[src/inc/sdfe_pkg.sv]
// Constants, register map and types of the memory card bus front end
//------------------------------------------------------------------------------
// Summary of operation
// [RULE_01] Protocol chosen at reset command, then kept
// [RULE_02] Identification mode until address publish command
// [RULE_03] Data transfer mode once address first published
// [RULE_04] Host identifies all cards before data transfer
// [RULE_05] Card transmits only in reply to host
// [RULE_06] One bit per host clock per line
// [RULE_07] Host clock zero to 25 or 50 MHz
// [RULE_08] Data readable regardless of speed mode used
// [RULE_09] Command line open-drain init, push-pull later
// [RULE_10] Commands in, responses out on command line
// [RULE_11] Data lines push-pull, one driver only
// [RULE_12] Data lines 1-3 inputs until bus width
// [RULE_13] Card detect pull-up on, cleared by command
// [RULE_14] Pin 1: data 3 in SD, chip select SPI
// [RULE_15] Chip select is active low
// [RULE_16] SPI: serial in on MOSI, out MISO
// [RULE_17] Line activity resynchronised into internal clock
// [RULE_18] Card proposes 16-bit relative address, host approves
// [RULE_19] 128-bit card specific data register kept
// [RULE_20] Sample on host rising edge, change after
//------------------------------------------------------------------------------
`default_nettype none

package sdfe_pkg;

  //----------------------------------------------------------------------------
  // Register byte offsets
  //----------------------------------------------------------------------------
  localparam logic [7:0] OFS_IDENT    = 8'h00;  // Four words, low word first
  localparam logic [7:0] OFS_RELADDR  = 8'h10;
  localparam logic [7:0] OFS_CARDDATA = 8'h14;  // Four words, low word first
  localparam logic [7:0] OFS_OPCOND   = 8'h24;
  localparam logic [7:0] OFS_CSW  = 8'h28;
  localparam logic [7:0] OFS_CTRL = 8'h2C;
  localparam logic [7:0] OFS_DTX  = 8'h30;
  localparam logic [7:0] OFS_DRX  = 8'h34;

  // Control register fields
  localparam int CTRL_DGO_BIT = 16;  // Write 1 to start a data word send

  // Card state word fields
  localparam int CSW_XFER   = 0;
  localparam int CSW_SPI    = 1;
  localparam int CSW_WIDE   = 2;
  localparam int CSW_PULLUP = 3;
  localparam int CSW_DBUSY  = 4;
  localparam int CSW_SEL    = 5;
  localparam int CSW_APP    = 6;

  // Reset values
  localparam logic [15:0] RST_RELADDR   = 16'h0000;
  localparam logic [15:0] RST_ADDR_PROP = 16'h0001;
  localparam logic [31:0] RST_WORD     = 32'h0000_0000;

  //----------------------------------------------------------------------------
  // Command set and frame layout
  //----------------------------------------------------------------------------
  localparam logic [5:0]  CMD_RESET    = 6'h00;
  localparam logic [5:0]  CMD_PUB_ADDR = 6'h03;
  localparam logic [5:0]  CMD_APP      = 6'h37;
  localparam logic [5:0]  ACMD_WIDTH   = 6'h06;
  localparam logic [5:0]  ACMD_CDPU    = 6'h2A;
  localparam logic [1:0]  WIDTH_1BIT   = 2'h0;
  localparam logic [1:0]  WIDTH_4BIT   = 2'h2;
  localparam logic [5:0]  FRAME_BITS   = 6'h30;  // 48-bit command and reply
  localparam logic [5:0]  SPI_RESP_BITS = 6'h08;
  localparam logic [5:0]  WORD_BITS_1  = 6'h20;  // Chunks per word, 1 lane
  localparam logic [5:0]  WORD_BITS_4  = 6'h08;  // Chunks per word, 4 lanes
  localparam logic [15:0] R6_STATUS    = 16'h0000;
  localparam logic [6:0]  R6_CRC_FILL  = 7'h00;

  //----------------------------------------------------------------------------
  // Timing
  //----------------------------------------------------------------------------
  localparam int SYS_CLK_HZ      = 125_000_000;
  localparam int HOST_CLK_DS_HZ  = 25_000_000;
  localparam int HOST_CLK_HS_HZ  = 50_000_000;
  localparam int MIN_SAMPLES     = 2;  // Samples per host clock for edge finding

  // AXI responses
  localparam logic [1:0] AXI_OKAY   = 2'h0;
  localparam logic [1:0] AXI_SLVERR = 2'h2;

  typedef enum logic {
    SDFE_ID_MODE,
    SDFE_XFER_MODE
  } sdfe_mode_t;

endpackage

`default_nettype wire

[src/rtl/sdfe_card_front_end.sv]
// Card-side bus front end: protocol select, operating modes, pins, registers
`default_nettype none

module sdfe_card_front_end #(
  parameter logic [127:0] IDENT_VALUE    = 128'h0011_2233_4455_6677_8899_AABB_CCDD_EEFF, // Arbitrary
  parameter logic [127:0] CARDDATA_VALUE = 128'h0000_0000_0000_0000_0000_0000_0000_0000,
  parameter logic [31:0]  OPCOND_VALUE   = 32'h0000_0000,
  parameter int           SYS_HZ     = sdfe_pkg::SYS_CLK_HZ
) (
  input  wire logic        aclk,
  input  wire logic        aresetn,
  input  wire logic [7:0]  s_axi_awaddr,
  input  wire logic        s_axi_awvalid,
  output var  logic        s_axi_awready,
  input  wire logic [31:0] s_axi_wdata,
  input  wire logic [3:0]  s_axi_wstrb,
  input  wire logic        s_axi_wvalid,
  output var  logic        s_axi_wready,
  output var  logic [1:0]  s_axi_bresp,
  output var  logic        s_axi_bvalid,
  input  wire logic        s_axi_bready,
  input  wire logic [7:0]  s_axi_araddr,
  input  wire logic        s_axi_arvalid,
  output var  logic        s_axi_arready,
  output var  logic [31:0] s_axi_rdata,
  output var  logic [1:0]  s_axi_rresp,
  output var  logic        s_axi_rvalid,
  input  wire logic        s_axi_rready,
  input  wire logic        card_clk_i,
  input  wire logic        cmd_i,
  output var  logic        cmd_o,
  output var  logic        cmd_oe,
  input  wire logic [3:0]  dat_i,
  output var  logic [3:0]  dat_o,
  output var  logic [3:0]  dat_oe,
  output var  logic        detect_pullup_en
);
  import sdfe_pkg::*;

  //----------------------------------------------------------------------------
  // Elaboration check
  //----------------------------------------------------------------------------
  // Edge finding needs at least two samples per fastest host clock
  if (SYS_HZ < MIN_SAMPLES * HOST_CLK_HS_HZ) begin : g_bad_clock // [RULE_07]
    $error("system clock too slow to sample the host clock");
  end

  //----------------------------------------------------------------------------
  // Pin synchroniser and host clock edge
  //----------------------------------------------------------------------------
  logic [5:0] sync1_q;
  logic [5:0] sync2_q;
  logic       clk_prev_q;
  logic       rise;
  logic       host_cmd;
  logic [3:0] host_dat;
  logic       cs_n;

  // Two stages per pin; only the second stage is looked at
  always_ff @(posedge aclk) begin // [RULE_17]
    if (!aresetn) begin
      sync1_q    <= 6'h3F;
      sync2_q    <= 6'h3F;
      clk_prev_q <= 1'b1;
    end else begin
      sync1_q    <= {card_clk_i, cmd_i, dat_i};
      sync2_q    <= sync1_q;
      clk_prev_q <= sync2_q[5];
    end
  end

  assign rise     = sync2_q[5] & ~clk_prev_q; // [RULE_20]
  assign host_cmd = sync2_q[4];
  assign host_dat = sync2_q[3:0];
  assign cs_n     = host_dat[3];  // Pin 1 is chip select in SPI mode [RULE_14] [RULE_15]

  //----------------------------------------------------------------------------
  // Mode state
  //----------------------------------------------------------------------------
  sdfe_mode_t  mode_q;
  logic        spi_q;
  logic        sel_q;
  logic        app_q;
  logic        wide_q;
  logic        pull_q;
  logic [15:0] reladdr_q;
  logic [15:0] addr_prop_q;

  //----------------------------------------------------------------------------
  // Command receiver
  //----------------------------------------------------------------------------
  logic        rx_act_q;
  logic [5:0]  rx_cnt_q;
  logic [46:0] rx_sh_q;
  logic        cmd_done_q;
  logic        tx_busy;
  logic        listen;
  logic        cmd_ok;
  logic [5:0]  cmd_idx;
  logic [31:0] cmd_arg;

  // In SPI mode only a selected card listens
  assign listen = !spi_q || !cs_n;

  // Start bit low, then 47 bits MSB first; nothing is heard while replying
  always_ff @(posedge aclk) begin // [RULE_06] [RULE_10]
    if (!aresetn) begin
      rx_act_q   <= 1'b0;
      rx_cnt_q   <= 6'h00;
      rx_sh_q    <= '0;
      cmd_done_q <= 1'b0;
    end else begin
      cmd_done_q <= 1'b0;
      if (spi_q && cs_n) begin
        rx_act_q <= 1'b0;  // Deselect aborts a half-heard frame [RULE_15]
      end else if (rise && !tx_busy && listen) begin
        if (!rx_act_q) begin
          if (!host_cmd) begin
            rx_act_q <= 1'b1;
            rx_cnt_q <= 6'h01;
          end
        end else begin
          rx_sh_q <= {rx_sh_q[45:0], host_cmd};
          if (rx_cnt_q == FRAME_BITS - 6'h01) begin
            rx_act_q   <= 1'b0;
            cmd_done_q <= 1'b1;
          end else begin
            rx_cnt_q <= rx_cnt_q + 6'h01;
          end
        end
      end
    end
  end

  // Frame must carry the host direction bit and the end bit
  assign cmd_ok  = cmd_done_q & rx_sh_q[46] & rx_sh_q[0];
  assign cmd_idx = rx_sh_q[45:40];
  assign cmd_arg = rx_sh_q[39:8];

  // Command match, plain or application-prefixed
  function automatic logic sdfe_hit(input logic [5:0] idx, input logic app,
                                    input logic [5:0] want, input logic want_app);
    return (idx == want) && (app == want_app);
  endfunction

  logic reset_hit;
  logic pub_hit;
  logic width_hit;
  logic cdpu_hit;
  logic spi_next;

  assign reset_hit = cmd_ok & sdfe_hit(cmd_idx, app_q, CMD_RESET, 1'b0);
  assign pub_hit   = cmd_ok & sdfe_hit(cmd_idx, app_q, CMD_PUB_ADDR, 1'b0) & !spi_q;
  assign width_hit = cmd_ok & sdfe_hit(cmd_idx, app_q, ACMD_WIDTH, 1'b1);
  assign cdpu_hit  = cmd_ok & sdfe_hit(cmd_idx, app_q, ACMD_CDPU, 1'b1);
  // Protocol that the reply to this command must use
  assign spi_next  = sel_q ? spi_q : !cs_n;

  //----------------------------------------------------------------------------
  // Protocol and operating mode
  //----------------------------------------------------------------------------
  // The first reset command fixes the protocol until aresetn is next asserted
  always_ff @(posedge aclk) begin
    if (!aresetn) begin
      sel_q <= 1'b0;
      spi_q <= 1'b0;
    end else if (reset_hit && !sel_q) begin
      sel_q <= 1'b1; // [RULE_01]
      spi_q <= !cs_n; // [RULE_01] [RULE_14]
    end
  end

  // Identification until the address is published, then data transfer
  always_ff @(posedge aclk) begin
    if (!aresetn) begin
      mode_q <= SDFE_ID_MODE;
      reladdr_q <= RST_RELADDR;
    end else if (reset_hit) begin
      mode_q <= SDFE_ID_MODE; // [RULE_02]
    end else if (pub_hit) begin
      mode_q <= SDFE_XFER_MODE; // [RULE_03]
      reladdr_q <= addr_prop_q; // [RULE_18]
    end
  end

  // Application prefix lasts for exactly one following command
  always_ff @(posedge aclk) begin
    if (!aresetn) begin
      app_q <= 1'b0;
    end else if (cmd_ok) begin
      app_q <= sdfe_hit(cmd_idx, app_q, CMD_APP, 1'b0);
    end
  end

  // Bus width and card detect pull-up
  always_ff @(posedge aclk) begin
    if (!aresetn) begin
      wide_q <= 1'b0;
      pull_q <= 1'b1; // [RULE_13]
    end else if (reset_hit) begin
      wide_q <= 1'b0; // [RULE_12]
      pull_q <= 1'b1; // [RULE_13]
    end else begin
      if (width_hit && cmd_arg[1:0] == WIDTH_4BIT) begin
        wide_q <= 1'b1; // [RULE_12]
      end else if (width_hit && cmd_arg[1:0] == WIDTH_1BIT) begin
        wide_q <= 1'b0;
      end
      if (cdpu_hit) begin
        pull_q <= cmd_arg[0]; // [RULE_13]
      end
    end
  end

  assign detect_pullup_en = pull_q; // [RULE_13]

  //----------------------------------------------------------------------------
  // Reply transmitter
  //----------------------------------------------------------------------------
  logic        tx_pend_q;
  logic        tx_act_q;
  logic [5:0]  tx_cnt_q;
  logic [47:0] tx_sh_q;
  logic        idle_bit;

  assign tx_busy  = tx_pend_q | tx_act_q;
  assign idle_bit = reset_hit || (mode_q == SDFE_ID_MODE);

  // Loaded only by a finished command; first bit goes out at the next rise
  always_ff @(posedge aclk) begin // [RULE_05]
    if (!aresetn) begin
      tx_pend_q <= 1'b0;
      tx_act_q  <= 1'b0;
      tx_cnt_q  <= 6'h00;
      tx_sh_q   <= 48'hFFFF_FFFF_FFFF;
    end else if (cmd_ok && spi_next) begin
      tx_pend_q <= 1'b1;
      tx_cnt_q  <= SPI_RESP_BITS;
      tx_sh_q   <= {1'b0, 6'h00, idle_bit, 40'hFF_FFFF_FFFF}; // [RULE_16]
    end else if (pub_hit) begin
      tx_pend_q <= 1'b1;
      tx_cnt_q  <= FRAME_BITS;
      tx_sh_q   <= {2'h0, CMD_PUB_ADDR, addr_prop_q, R6_STATUS, R6_CRC_FILL, 1'b1}; // [RULE_18]
    end else if (rise && tx_pend_q) begin
      tx_pend_q <= 1'b0;
      tx_act_q  <= 1'b1; // [RULE_20]
    end else if (rise && tx_act_q) begin
      if (tx_cnt_q == 6'h01) begin
        tx_act_q <= 1'b0;
        tx_sh_q  <= 48'hFFFF_FFFF_FFFF;
      end else begin
        tx_cnt_q <= tx_cnt_q - 6'h01;
        tx_sh_q  <= {tx_sh_q[46:0], 1'b1}; // One bit per host clock [RULE_06]
      end
    end
  end

  // Open-drain while identifying, push-pull once in data transfer
  assign cmd_o  = tx_sh_q[47]; // [RULE_10]
  assign cmd_oe = tx_act_q && !spi_q &&
                  (mode_q == SDFE_XFER_MODE || !tx_sh_q[47]); // [RULE_09]

  //----------------------------------------------------------------------------
  // Data lines
  //----------------------------------------------------------------------------
  logic [31:0] dtx_q;
  logic [31:0] dsh_q;
  logic [5:0]  dcnt_q;
  logic        ddrive_q;
  logic [3:0]  dat_o_q;
  logic [31:0] drx_q;
  logic        dgo;
  logic        dbusy;

  assign dbusy = (dcnt_q != 6'h00) || ddrive_q;

  // Word sender; timing is host-clock driven, so any speed mode reads back
  always_ff @(posedge aclk) begin // [RULE_08]
    if (!aresetn) begin
      dsh_q    <= RST_WORD;
      dcnt_q   <= 6'h00;
      ddrive_q <= 1'b0;
      dat_o_q  <= 4'hF;
    end else if (dgo && dcnt_q == 6'h00) begin
      dsh_q  <= dtx_q;
      dcnt_q <= wide_q ? WORD_BITS_4 : WORD_BITS_1;
    end else if (rise) begin
      if (dcnt_q != 6'h00) begin
        ddrive_q <= 1'b1;
        dcnt_q   <= dcnt_q - 6'h01;
        if (wide_q) begin
          dat_o_q <= dsh_q[31:28]; // [RULE_06]
          dsh_q   <= {dsh_q[27:0], 4'hF};
        end else begin
          dat_o_q <= {3'h7, dsh_q[31]}; // [RULE_06]
          dsh_q   <= {dsh_q[30:0], 1'b1};
        end
      end else begin
        ddrive_q <= 1'b0;
      end
    end
  end

  // Capture what the host drives while the card keeps off the lines
  always_ff @(posedge aclk) begin
    if (!aresetn) begin
      drx_q <= RST_WORD;
    end else if (rise && !dbusy && !spi_q && mode_q == SDFE_XFER_MODE) begin
      drx_q <= wide_q ? {drx_q[27:0], host_dat} : {drx_q[30:0], host_dat[0]};
    end
  end

  // Push-pull; lines 1-3 stay inputs until four-lane width is set
  assign dat_oe[0]   = spi_q ? (tx_act_q && !cs_n) : ddrive_q; // [RULE_11] [RULE_16]
  assign dat_oe[3:1] = {3{ddrive_q && wide_q && !spi_q}}; // [RULE_11] [RULE_12]
  assign dat_o[0]    = spi_q ? tx_sh_q[47] : dat_o_q[0]; // [RULE_16]
  assign dat_o[3:1]  = dat_o_q[3:1];

  //----------------------------------------------------------------------------
  // AXI4-Lite slave
  //----------------------------------------------------------------------------
  logic        aw_hold_q;
  logic        w_hold_q;
  logic [7:0]  awaddr_q;
  logic [31:0] wdata_q;
  logic [3:0]  wstrb_q;
  logic        wr_fire;
  logic [31:0] rd_word;
  logic [7:0]  cdata_rel;

  // Word-aligned address inside the map
  function automatic logic sdfe_mapped(input logic [7:0] a);
    return (a <= OFS_DRX) && (a[1:0] == 2'h0);
  endfunction

  assign s_axi_awready = !aw_hold_q && !s_axi_bvalid;
  assign s_axi_wready  = !w_hold_q && !s_axi_bvalid;
  assign s_axi_arready = !s_axi_rvalid;
  assign wr_fire       = aw_hold_q && w_hold_q;
  assign dgo = wr_fire && awaddr_q == OFS_CTRL && wstrb_q[2] && wdata_q[CTRL_DGO_BIT] &&
               mode_q == SDFE_XFER_MODE && !spi_q;

  // Address and data taken in either order, answered once both are in
  always_ff @(posedge aclk) begin
    if (!aresetn) begin
      aw_hold_q    <= 1'b0;
      w_hold_q     <= 1'b0;
      awaddr_q     <= 8'h00;
      wdata_q      <= RST_WORD;
      wstrb_q      <= 4'h0;
      s_axi_bvalid <= 1'b0;
      s_axi_bresp  <= AXI_OKAY;
    end else begin
      if (s_axi_awvalid && s_axi_awready) begin
        aw_hold_q <= 1'b1;
        awaddr_q  <= s_axi_awaddr;
      end
      if (s_axi_wvalid && s_axi_wready) begin
        w_hold_q <= 1'b1;
        wdata_q  <= s_axi_wdata;
        wstrb_q  <= s_axi_wstrb;
      end
      if (wr_fire) begin
        aw_hold_q    <= 1'b0;
        w_hold_q     <= 1'b0;
        s_axi_bvalid <= 1'b1;
        s_axi_bresp  <= sdfe_mapped(awaddr_q) ? AXI_OKAY : AXI_SLVERR;
      end else if (s_axi_bvalid && s_axi_bready) begin
        s_axi_bvalid <= 1'b0;
      end
    end
  end

  // Writable registers: proposed address and outgoing data word
  always_ff @(posedge aclk) begin
    if (!aresetn) begin
      addr_prop_q <= RST_ADDR_PROP;
      dtx_q      <= RST_WORD;
    end else if (wr_fire) begin
      for (int b = 0; b < 4; b++) begin
        if (wstrb_q[b] && awaddr_q == OFS_DTX) begin
          dtx_q[8*b +: 8] <= wdata_q[8*b +: 8];
        end
        if (wstrb_q[b] && awaddr_q == OFS_CTRL && b < 2) begin
          addr_prop_q[8*b +: 8] <= wdata_q[8*b +: 8]; // [RULE_18]
        end
      end
    end
  end

  // Read multiplexer; identity and card data words sit low word first
  assign cdata_rel = s_axi_araddr - OFS_CARDDATA;
  always_comb begin
    rd_word = RST_WORD;
    if (s_axi_araddr < OFS_RELADDR) begin
      rd_word = IDENT_VALUE[32*int'(s_axi_araddr[3:2]) +: 32];
    end else if (s_axi_araddr >= OFS_CARDDATA && s_axi_araddr < OFS_OPCOND) begin
      rd_word = CARDDATA_VALUE[32*int'(cdata_rel[3:2]) +: 32]; // [RULE_19]
    end else begin
      case (s_axi_araddr)
        OFS_RELADDR: rd_word = {16'h0000, reladdr_q};
        OFS_OPCOND:  rd_word = OPCOND_VALUE;
        OFS_CTRL: rd_word = {16'h0000, addr_prop_q};
        OFS_DTX:  rd_word = dtx_q;
        OFS_DRX:  rd_word = drx_q;
        OFS_CSW: begin
          rd_word[CSW_XFER]   = (mode_q == SDFE_XFER_MODE);
          rd_word[CSW_SPI]    = spi_q;
          rd_word[CSW_WIDE]   = wide_q;
          rd_word[CSW_PULLUP] = pull_q;
          rd_word[CSW_DBUSY]  = dbusy;
          rd_word[CSW_SEL]    = sel_q;
          rd_word[CSW_APP]    = app_q;
        end
        default:  rd_word = RST_WORD;
      endcase
    end
  end

  // Read answered the cycle after the address is taken
  always_ff @(posedge aclk) begin
    if (!aresetn) begin
      s_axi_rvalid <= 1'b0;
      s_axi_rdata  <= RST_WORD;
      s_axi_rresp  <= AXI_OKAY;
    end else if (s_axi_arvalid && s_axi_arready) begin
      s_axi_rvalid <= 1'b1;
      s_axi_rdata  <= sdfe_mapped(s_axi_araddr) ? rd_word : RST_WORD;
      s_axi_rresp  <= sdfe_mapped(s_axi_araddr) ? AXI_OKAY : AXI_SLVERR;
    end else if (s_axi_rvalid && s_axi_rready) begin
      s_axi_rvalid <= 1'b0;
    end
  end

  //----------------------------------------------------------------------------
  // Assertions
  //----------------------------------------------------------------------------
  property p_proto_lock;
    @(posedge aclk) disable iff (!aresetn) (sel_q && $past(sel_q)) |-> $stable(spi_q);
  endproperty
  a_proto_lock: assert property (p_proto_lock) else $error("protocol changed"); // [RULE_01]

  property p_leave_id;
    @(posedge aclk) disable iff (!aresetn)
      (mode_q == SDFE_XFER_MODE && $past(mode_q) == SDFE_ID_MODE) |-> $past(pub_hit);
  endproperty
  a_leave_id: assert property (p_leave_id) else $error("left identification early"); // [RULE_02]

  property p_enter_xfer;
    @(posedge aclk) disable iff (!aresetn) pub_hit |=> (mode_q == SDFE_XFER_MODE) && tx_pend_q;
  endproperty
  a_enter_xfer: assert property (p_enter_xfer) else $error("no data mode"); // [RULE_03]

  property p_reply_only;
    @(posedge aclk) disable iff (!aresetn) $rose(tx_pend_q) |-> $past(cmd_ok);
  endproperty
  a_reply_only: assert property (p_reply_only) else $error("unsolicited reply"); // [RULE_05]

  property p_one_bit;
    @(posedge aclk) disable iff (!aresetn)
      (rise && tx_act_q && tx_cnt_q > 6'h01 && !cmd_ok) |=>
        tx_sh_q == ($past(tx_sh_q) << 1) + 48'h1;
  endproperty
  a_one_bit: assert property (p_one_bit) else $error("reply not one bit per clock"); // [RULE_06]

  property p_open_drain;
    @(posedge aclk) disable iff (!aresetn) (cmd_oe && mode_q == SDFE_ID_MODE) |-> !cmd_o;
  endproperty
  a_open_drain: assert property (p_open_drain) else $error("push-pull while identifying"); // [RULE_09]

  property p_narrow;
    @(posedge aclk) disable iff (!aresetn) !wide_q |-> dat_oe[3:1] == 3'h0;
  endproperty
  a_narrow: assert property (p_narrow) else $error("upper data lines driven"); // [RULE_12]

  property p_cs_idle;
    @(posedge aclk) disable iff (!aresetn) (spi_q && cs_n) |-> (dat_oe == 4'h0) && !cmd_oe;
  endproperty
  a_cs_idle: assert property (p_cs_idle) else $error("driven while deselected"); // [RULE_15]

  property p_addr_take;
    @(posedge aclk) disable iff (!aresetn) pub_hit |=> reladdr_q == $past(addr_prop_q);
  endproperty
  a_addr_take: assert property (p_addr_take) else $error("address not latched"); // [RULE_18]

  property p_edge_change;
    @(posedge aclk) disable iff (!aresetn) $rose(tx_act_q) |-> $past(rise) && $past(tx_pend_q);
  endproperty
  a_edge_change: assert property (p_edge_change) else $error("output not after rise"); // [RULE_20]

  c_spi_sel:  cover property (@(posedge aclk) disable iff (!aresetn) $rose(sel_q) && spi_q);
  c_xfer:     cover property (@(posedge aclk) disable iff (!aresetn)
                              $rose(mode_q == SDFE_XFER_MODE));
  c_wide_out: cover property (@(posedge aclk) disable iff (!aresetn) ddrive_q && wide_q);

endmodule

`default_nettype wire

[config.mk]
export PLATFORM = sky130hd
export DESIGN_NAME = sdfe_card_front_end
export DESIGN_NICKNAME = d
export VERILOG_FILES = /design/src/inc/sdfe_pkg.sv /design/src/rtl/sdfe_card_front_end.sv
export SDC_FILE = /design/constraint.sdc
export NUM_CORES = 1
export LEC_CHECK = 0
export BUFFER_PORTS_ARGS = -buffer_cell sky130_fd_sc_hd__buf_2
export CORE_UTILIZATION = 30
export CTS_CLUSTER_DIAMETER = 100
export DETAILED_ROUTE_END_ITERATION = 12
export PLACE_DENSITY_LB_ADDON = 0.3
export SLEW_MARGIN = 20
export SYNTH_ARGS = -nofsm -noshare
export SYNTH_HDL_FRONTEND = slang
export SYNTH_SLANG_ARGS = --single-unit
[constraint.sdc]
create_clock -name aclk -period 2.3 [get_ports aclk]
set_input_delay 0.23 -clock aclk [delete_from_list [all_inputs] [get_ports aclk]]
set_output_delay 0.23 -clock aclk [all_outputs]
set_load 0.01 [all_outputs]
== After elaboration in Yosys (flattened, before gate mapping) ==
Cells that the tools add are included.

* Mux-type cells: 50
* Shifts and indexed selects: 2
* Equal/unequal tests: 20
* $add $sub $neg: 4
* Magnitude comparators: 5
* Reductions and logical operators: 100
* Bitwise logic cells: 22

{| class="wikitable"
|+ Operator list
! cell !! count
|-
| two-way mux 32 bit || 8
|-
| variable part select 128 x 8 -> 32 bit, first input constant || 2
|-
| two-way mux 48 bit || 5
|-
| one-hot mux 25 bit (4 select lines) || 1
|-
| two-way mux 6 bit || 11
|-
| == test 8 x 6 -> 1 bit, second input constant || 6
|-
| logical AND 1 bit || 45
|-
| one-hot mux 7 bit (5 select lines) || 1
|-
| AND reduction 2 bit || 12
|-
| two-way mux 1 bit || 20
|-
| == test 6 bit, second input constant || 3
|-
| less-or-equal comparator 8 x 6 -> 1 bit, second input constant || 2
|-
| nonzero test 2 bit || 8
|-
| AND reduction 3 bit || 5
|-
| NOT 1 bit || 13
|-
| zero test 6 bit || 2
|-
| subtractor 6 x 1 -> 6 bit, second input constant || 2
|-
| zero test 1 bit || 10
|-
| AND 1 bit || 8
|-
| == test 8 x 5 -> 1 bit, second input constant || 1
|-
| >= comparator 8 x 5 -> 1 bit, second input constant || 1
|-
| less-than comparator 8 x 5 -> 1 bit, second input constant || 1
|-
| less-than comparator 8 x 6 -> 1 bit, second input constant || 1
|-
| two-way mux 4 bit || 2
|-
| 19 further kinds || 33
|}

* Bits of input ports: 65
* Bits in registers: 353
* Word-level logic and storage cells: 246
* Output and inout bits: 52

== Depth between registers and ports, before layout ==
* Depth in word-level cells: 9
* Mapped depth: 9
* Gate-level depth less buffers: 6

== Worst setup path after synthesis ==
Ideal clock, no wire load.

* Path kind: register to register
* Start: reg tx_cnt_q[1]
* End: reg tx_sh_q[42]
* Stages on the path, launching flop included: 10
* Buffers on the path: 3
* Setup time: 0.087 ns
* Arrival time: 1.955 ns
* Setup slack: 0.258 ns
* Required time: 2.213 ns
* Cell sequence: dfxtp_1 > inv_1 > ha_1 > or3b_2 > clkbuf_1 > nor2_1 > clkbuf_1 > buf_2 > nor3_1 > o31ai_1

* Word-level cells in the longest chain between the ends: 6

{| class="wikitable"
|+ RTL lines
! what !! RTL line !! source
|-
| start: declaration || sdfe_card_front_end.sv:222 || <nowiki>logic [5:0] tx_cnt_q;</nowiki>
|-
| start signal: assignment || sdfe_card_front_end.sv:252 || <nowiki>tx_cnt_q <= tx_cnt_q - 6'h01;</nowiki>
|-
| == test 6 x 1 -> 1 bit || sdfe_card_front_end.sv:248 || <nowiki>if (tx_cnt_q == 6'h01) begin</nowiki>
|-
| two-way mux 48 bit || sdfe_card_front_end.sv:248 ||
|-
| two-way mux 48 bit || sdfe_card_front_end.sv:247 || <nowiki>end else if (rise && tx_act_q) begin</nowiki>
|-
| two-way mux 48 bit || sdfe_card_front_end.sv:244 || <nowiki>end else if (rise && tx_pend_q) begin</nowiki>
|-
| two-way mux 48 bit || sdfe_card_front_end.sv:240 || <nowiki>end else if (pub_hit) begin</nowiki>
|-
| two-way mux 48 bit || sdfe_card_front_end.sv:236 || <nowiki>end else if (cmd_ok && spi_next) begin</nowiki>
|-
| end signal: assignment || sdfe_card_front_end.sv:239 || <nowiki>tx_sh_q <= {1'b0, 6'h00, idle_bit, 40'hFF_FFFF_FFFF};</nowiki>
|-
| end signal: assignment || sdfe_card_front_end.sv:243 || <nowiki>tx_sh_q <= {2'h0, CMD_PUB_ADDR, addr_prop_q, R6_STATUS, R6_CRC_FILL, 1'b1};</nowiki>
|-
| end signal: assignment || sdfe_card_front_end.sv:253 || <nowiki>tx_sh_q <= {tx_sh_q[46:0], 1'b1};</nowiki>
|-
| end: declaration || sdfe_card_front_end.sv:223 || <nowiki>logic [47:0] tx_sh_q;</nowiki>
|}

Every way passes these cells. The select of a mux whose other input is x is not followed.
A chain may end at the register's enable or synchronous reset.

== Worst setup path in the final report ==
* Start: reg dcnt_q[2]
* End: reg dsh_q[13]

* Word-level cells in the longest chain between the ends: 4
* Elaborated cells on any way between the ends: 7
* Classes of those cells: mux (1); reduce/logical (6)

{| class="wikitable"
|+ RTL lines
! what !! RTL line !! source
|-
| start: declaration || sdfe_card_front_end.sv:268 || <nowiki>logic [5:0] dcnt_q;</nowiki>
|-
| start signal: assignment || sdfe_card_front_end.sv:286 || <nowiki>dcnt_q <= wide_q ? WORD_BITS_4 : WORD_BITS_1;</nowiki>
|-
| start signal: assignment || sdfe_card_front_end.sv:290 || <nowiki>dcnt_q <= dcnt_q - 6'h01;</nowiki>
|-
| zero test 6 bit || sdfe_card_front_end.sv:284 || <nowiki>end else if (dgo && dcnt_q == 6'h00) begin</nowiki>
|-
| logical AND 1 bit || sdfe_card_front_end.sv:284 ||
|-
| nonzero test 2 bit (no source line) || - ||
|-
| AND reduction 2 bit (no source line) || - ||
|-
| end signal: assignment || sdfe_card_front_end.sv:285 || <nowiki>dsh_q <= dtx_q;</nowiki>
|-
| end signal: assignment || sdfe_card_front_end.sv:293 || <nowiki>dsh_q <= {dsh_q[27:0], 4'hF};</nowiki>
|-
| end signal: assignment || sdfe_card_front_end.sv:296 || <nowiki>dsh_q <= {dsh_q[30:0], 1'b1};</nowiki>
|-
| end: declaration || sdfe_card_front_end.sv:267 || <nowiki>logic [31:0] dsh_q;</nowiki>
|}

Several ways; a longest one is shown, not always the timed one.

==> impl_results.md <==
* Initial drt markers at 901
* Share of layout cells above drive strength 1 at 14.6%
* Yosys top cell area share at 48.3%
* Area grow syn2layout at 21.2%
* CTS Buf Count at 39
* Hold depth at 3
* Sequential fraction of the synthesis area at 48.3%
* Final period util at 94.0%
* Flop2flop setup slack at 140 ps
* Synth top cells by count: dfxtp_1 (350), nand2_1 (271), a21oi_1 (159), nor2_1 (159), mux2i_1 (111)
* Synth Warn # at 0
* CP Cell Sequence: or3_1, nor3_4, a211oi_4, buf_6, buf_6, a221o_1
* Post-DP HPWL at 27800 um
* Core area at 0.0477 mm2
* I/O pin count at 117
* Ys async rst share at 0%
* Critical hold path startpoint: aresetn
* Fillcell total at 4867
* Register-to-Register Path Depth at 6
* Setup Fix Bufs, Post-CTS at 0
* Flops & latches, synth at 350
* Max incr delay on CP at 550 ps
* Power Density at 719 mW/mm2
* Number of synthesized flops with an enable pin at 0
* Worst Hold Class: in -> reg
* Largest net degree at the start of global routing at 100
* Setup violations, final at 0
* Full die area at 0.0492 mm2
* H-tree depth at 2
* Clk pin slew, worst setup/hold paths at 60 ps
* CP delay by family, top: simple AND/OR/NAND/NOR gates
* Synth Flop Type: dfxtp_1
* Nets@finish at 1857
* RR Startpoint: dcnt_q[2]
* Final Max Tran Viols at 0
* 1st-pass router iterations at 5
* Placer Congestion at 0.816
* CP max-delay cell: or3_1
* Crit-path max FO at 15
* CTS Sinks at 350
* Vias in the first global route at 11451
* Worst VDD drop at 0.589 mV
* Worst Tran Pin Value at 865 ps
* Number of routed nets with antenna violations at 0
* CTS Buffer Depth at 3
* WP data required at 2720 ps
* Hold EP: dat_o_q[3]
* Clock Latency Late Sink at 540 ps
* Top-count cell post-synth: dfxtp_1
* Num rows at 80
* Utilization after layout at 36.8%
* Die H at 222 um
* Critical Path Start Type: flip-flop
* CP Class: reg -> reg
* Most used cell along the critical path: buf_6
* GRT Total Usage at 16.1%
* Critical path depth at 6
* Pleak at 6.32 nW
* Final Power at 12.6 mW
* Fmax at 463 MHz
* Initial antenna violation count at 1
* Final hold violation count at 0
* Buf/Inv on CP at 2
* Normalized max-slew margin at 42.3%
* Avg Cell Area, Syn at 8.73 um2
* Routed via count at 12215
* Antenna cells at 0
* Synth unique cells at 68
* Routed Wire Length at 40500 um
* DRC viols at 0
* Max-cap violations at 0
* Critical Path AT at 2580 ps
* Via density per instance at 5.03
* Quantity of I/O buffers inserted on ports at 114
* First-pass GRT wire length at 63700 um
* Die Span X at 222 um
* Status: finished clean
* Unrepaired setup endpoints after global routing: no
* Setup crit end kind: flip-flop
* Minimum clock period at 2160 ps
* R2R Path End: dsh_q[13]
* Critical path startpoint: dcnt_q[2]
* Initial Util at 30.4%
* Post-Syn Area at 0.0145 mm2
* Routed len/inst at 16.7 um
* Clock Skew at 14.5 ps
* Setup TNS Final at 0 ps
* GRT overflow at 0
* Synth area leader: dfxtp_1
* CTS tree: done
* Mapped Cells at 1660
* CTS Root Cell: clkbuf_16
* Area contributors post-synth: dfxtp_1 (48%), mux2i_1 (7.7%), nand2_1 (7.0%), a21oi_1 (5.5%), nor2_1 (4.1%)
## through the flow
stage / setup slack [ps] / cell area, um2 / std cells / hold slack, ps
after floorplan: 258 / 14500 / 1661 / 331
after global placement: -80.9 / 15800 / 2307 / 397
after detailed placement: 26.8 / 15900 / 2309 / 396
after CTS: 106 / 17600 / 2427 / 161
after global routing: 64.5 / 17600 / 2427 / 165
final: 138 / 17600 / 2427 / 160
## report_power, final
| part | leakage (nW) | switching (mW) | internal (mW) | total, mW |
|---|---|---|---|---|
| sequential | 2.83 | 0.0668 | 6.13 | 6.20 |
| combinational | 2.90 | 0.331 | 0.230 | 0.561 |
| clock | 0.585 | 2.48 | 3.39 | 5.87 |
| total | 6.32 | 2.88 | 9.75 | 12.6 |
## cell type report
class                           instances  area (um2)  share of cell area (%)
Timing Repair Buffer                  224        1630                    9.30
Inverter                               18        72.6                   0.413
Clock buffer                           57        1120                    6.40
Sequential cell                       350        7010                    39.9
Multi-Input combinational cell       1154        6900                    39.2
Tap cell                              615         769                    4.38
Clock inverter                          9        66.3                   0.377
## worst max path at each step
| stage | end |
|---|---|
| floorplan | tx_sh_q[42] |
| global placement | dsh_q[31] |
| detailed placement | s_axi_rdata[15] |
| CTS | dsh_q[13] |
| global route | dsh_q[15] |
| finish | dsh_q[13] |
## routing by layer
metal	vias to the layer above	part of all wire, %	track usage [%]
met4	2	2.2	4.73
met2	201	50	27.8
met1	5830	44	20.4
met5	-	0.032	0
li1	6128	-	-
met3	54	3.7	2.56
## registers in the layout, indices dropped and copies added (netlist names), 6 cells and up
register     count
dcnt_q           6
rx_cnt_q         6
tx_cnt_q         6
addr_prop_q     16
sync2_q          6
s_axi_rdata     32
reladdr_q       16
tx_sh_q         47
awaddr_q         8
rx_sh_q         47
dtx_q           32
dsh_q           32
sync1_q          6
wdata_q         32
drx_q           32
## placed cells by master (no fill, tap or decap), types with 7 or more instances in the layout
| cell | n |
|---|---|
| buf_4 | 48 |
| a221o_2 | 8 |
| a211oi_1 | 37 |
| dfxtp_1 | 349 |
| a21oi_1 | 159 |
| dlygate4sd3_1 | 52 |
| and3_1 | 7 |
| o221ai_1 | 19 |
| buf_2 | 114 |
| nand3_1 | 46 |
| nor3_1 | 18 |
| inv_1 | 17 |
| nand2b_1 | 23 |
| and2_1 | 11 |
| a22o_1 | 17 |
| o21ai_0 | 55 |
| buf_12 | 8 |
| mux2i_1 | 111 |
| nor2_1 | 158 |
| o211ai_1 | 9 |
| clkbuf_16 | 40 |
| nor2b_1 | 8 |
| clkbuf_1 | 11 |
| nand4_1 | 11 |
| a22oi_1 | 21 |
| o31ai_1 | 31 |
| nand2_1 | 271 |
| a221o_1 | 23 |
## kinds of logic (layout without fill, tap and decap cells)
kind of cell,Yosys count,in the layout,share of synthesized area (%)
and+or+nand+nor,603,603,19.0
AOI/OAI and AO/OA,423,423,19.3
DFF,350,350,48.3
buffers and inverters,157,308,4.57
muxes,113,113,7.82
xor gates and xnor gates,8,8,0.483
adders and majority gates,5,5,0.432
other,1,2,0.0259
## worst register-to-register path: cells and delay by family (launching register included)
kind	cells	cell delay, ps
compound gates	2	490
buf+inv	2	350
flops	1	350
simple gates	2	860
## what timing repair did
item | CTS | global route
setup endpoints to repair | 0 | 1
endpoints found under the hold margin | 52 | 0
hold buffers | 52 | 0
gates resized for setup | 0 | 1
No activity file was read; power rests on OpenSTA's default activity.
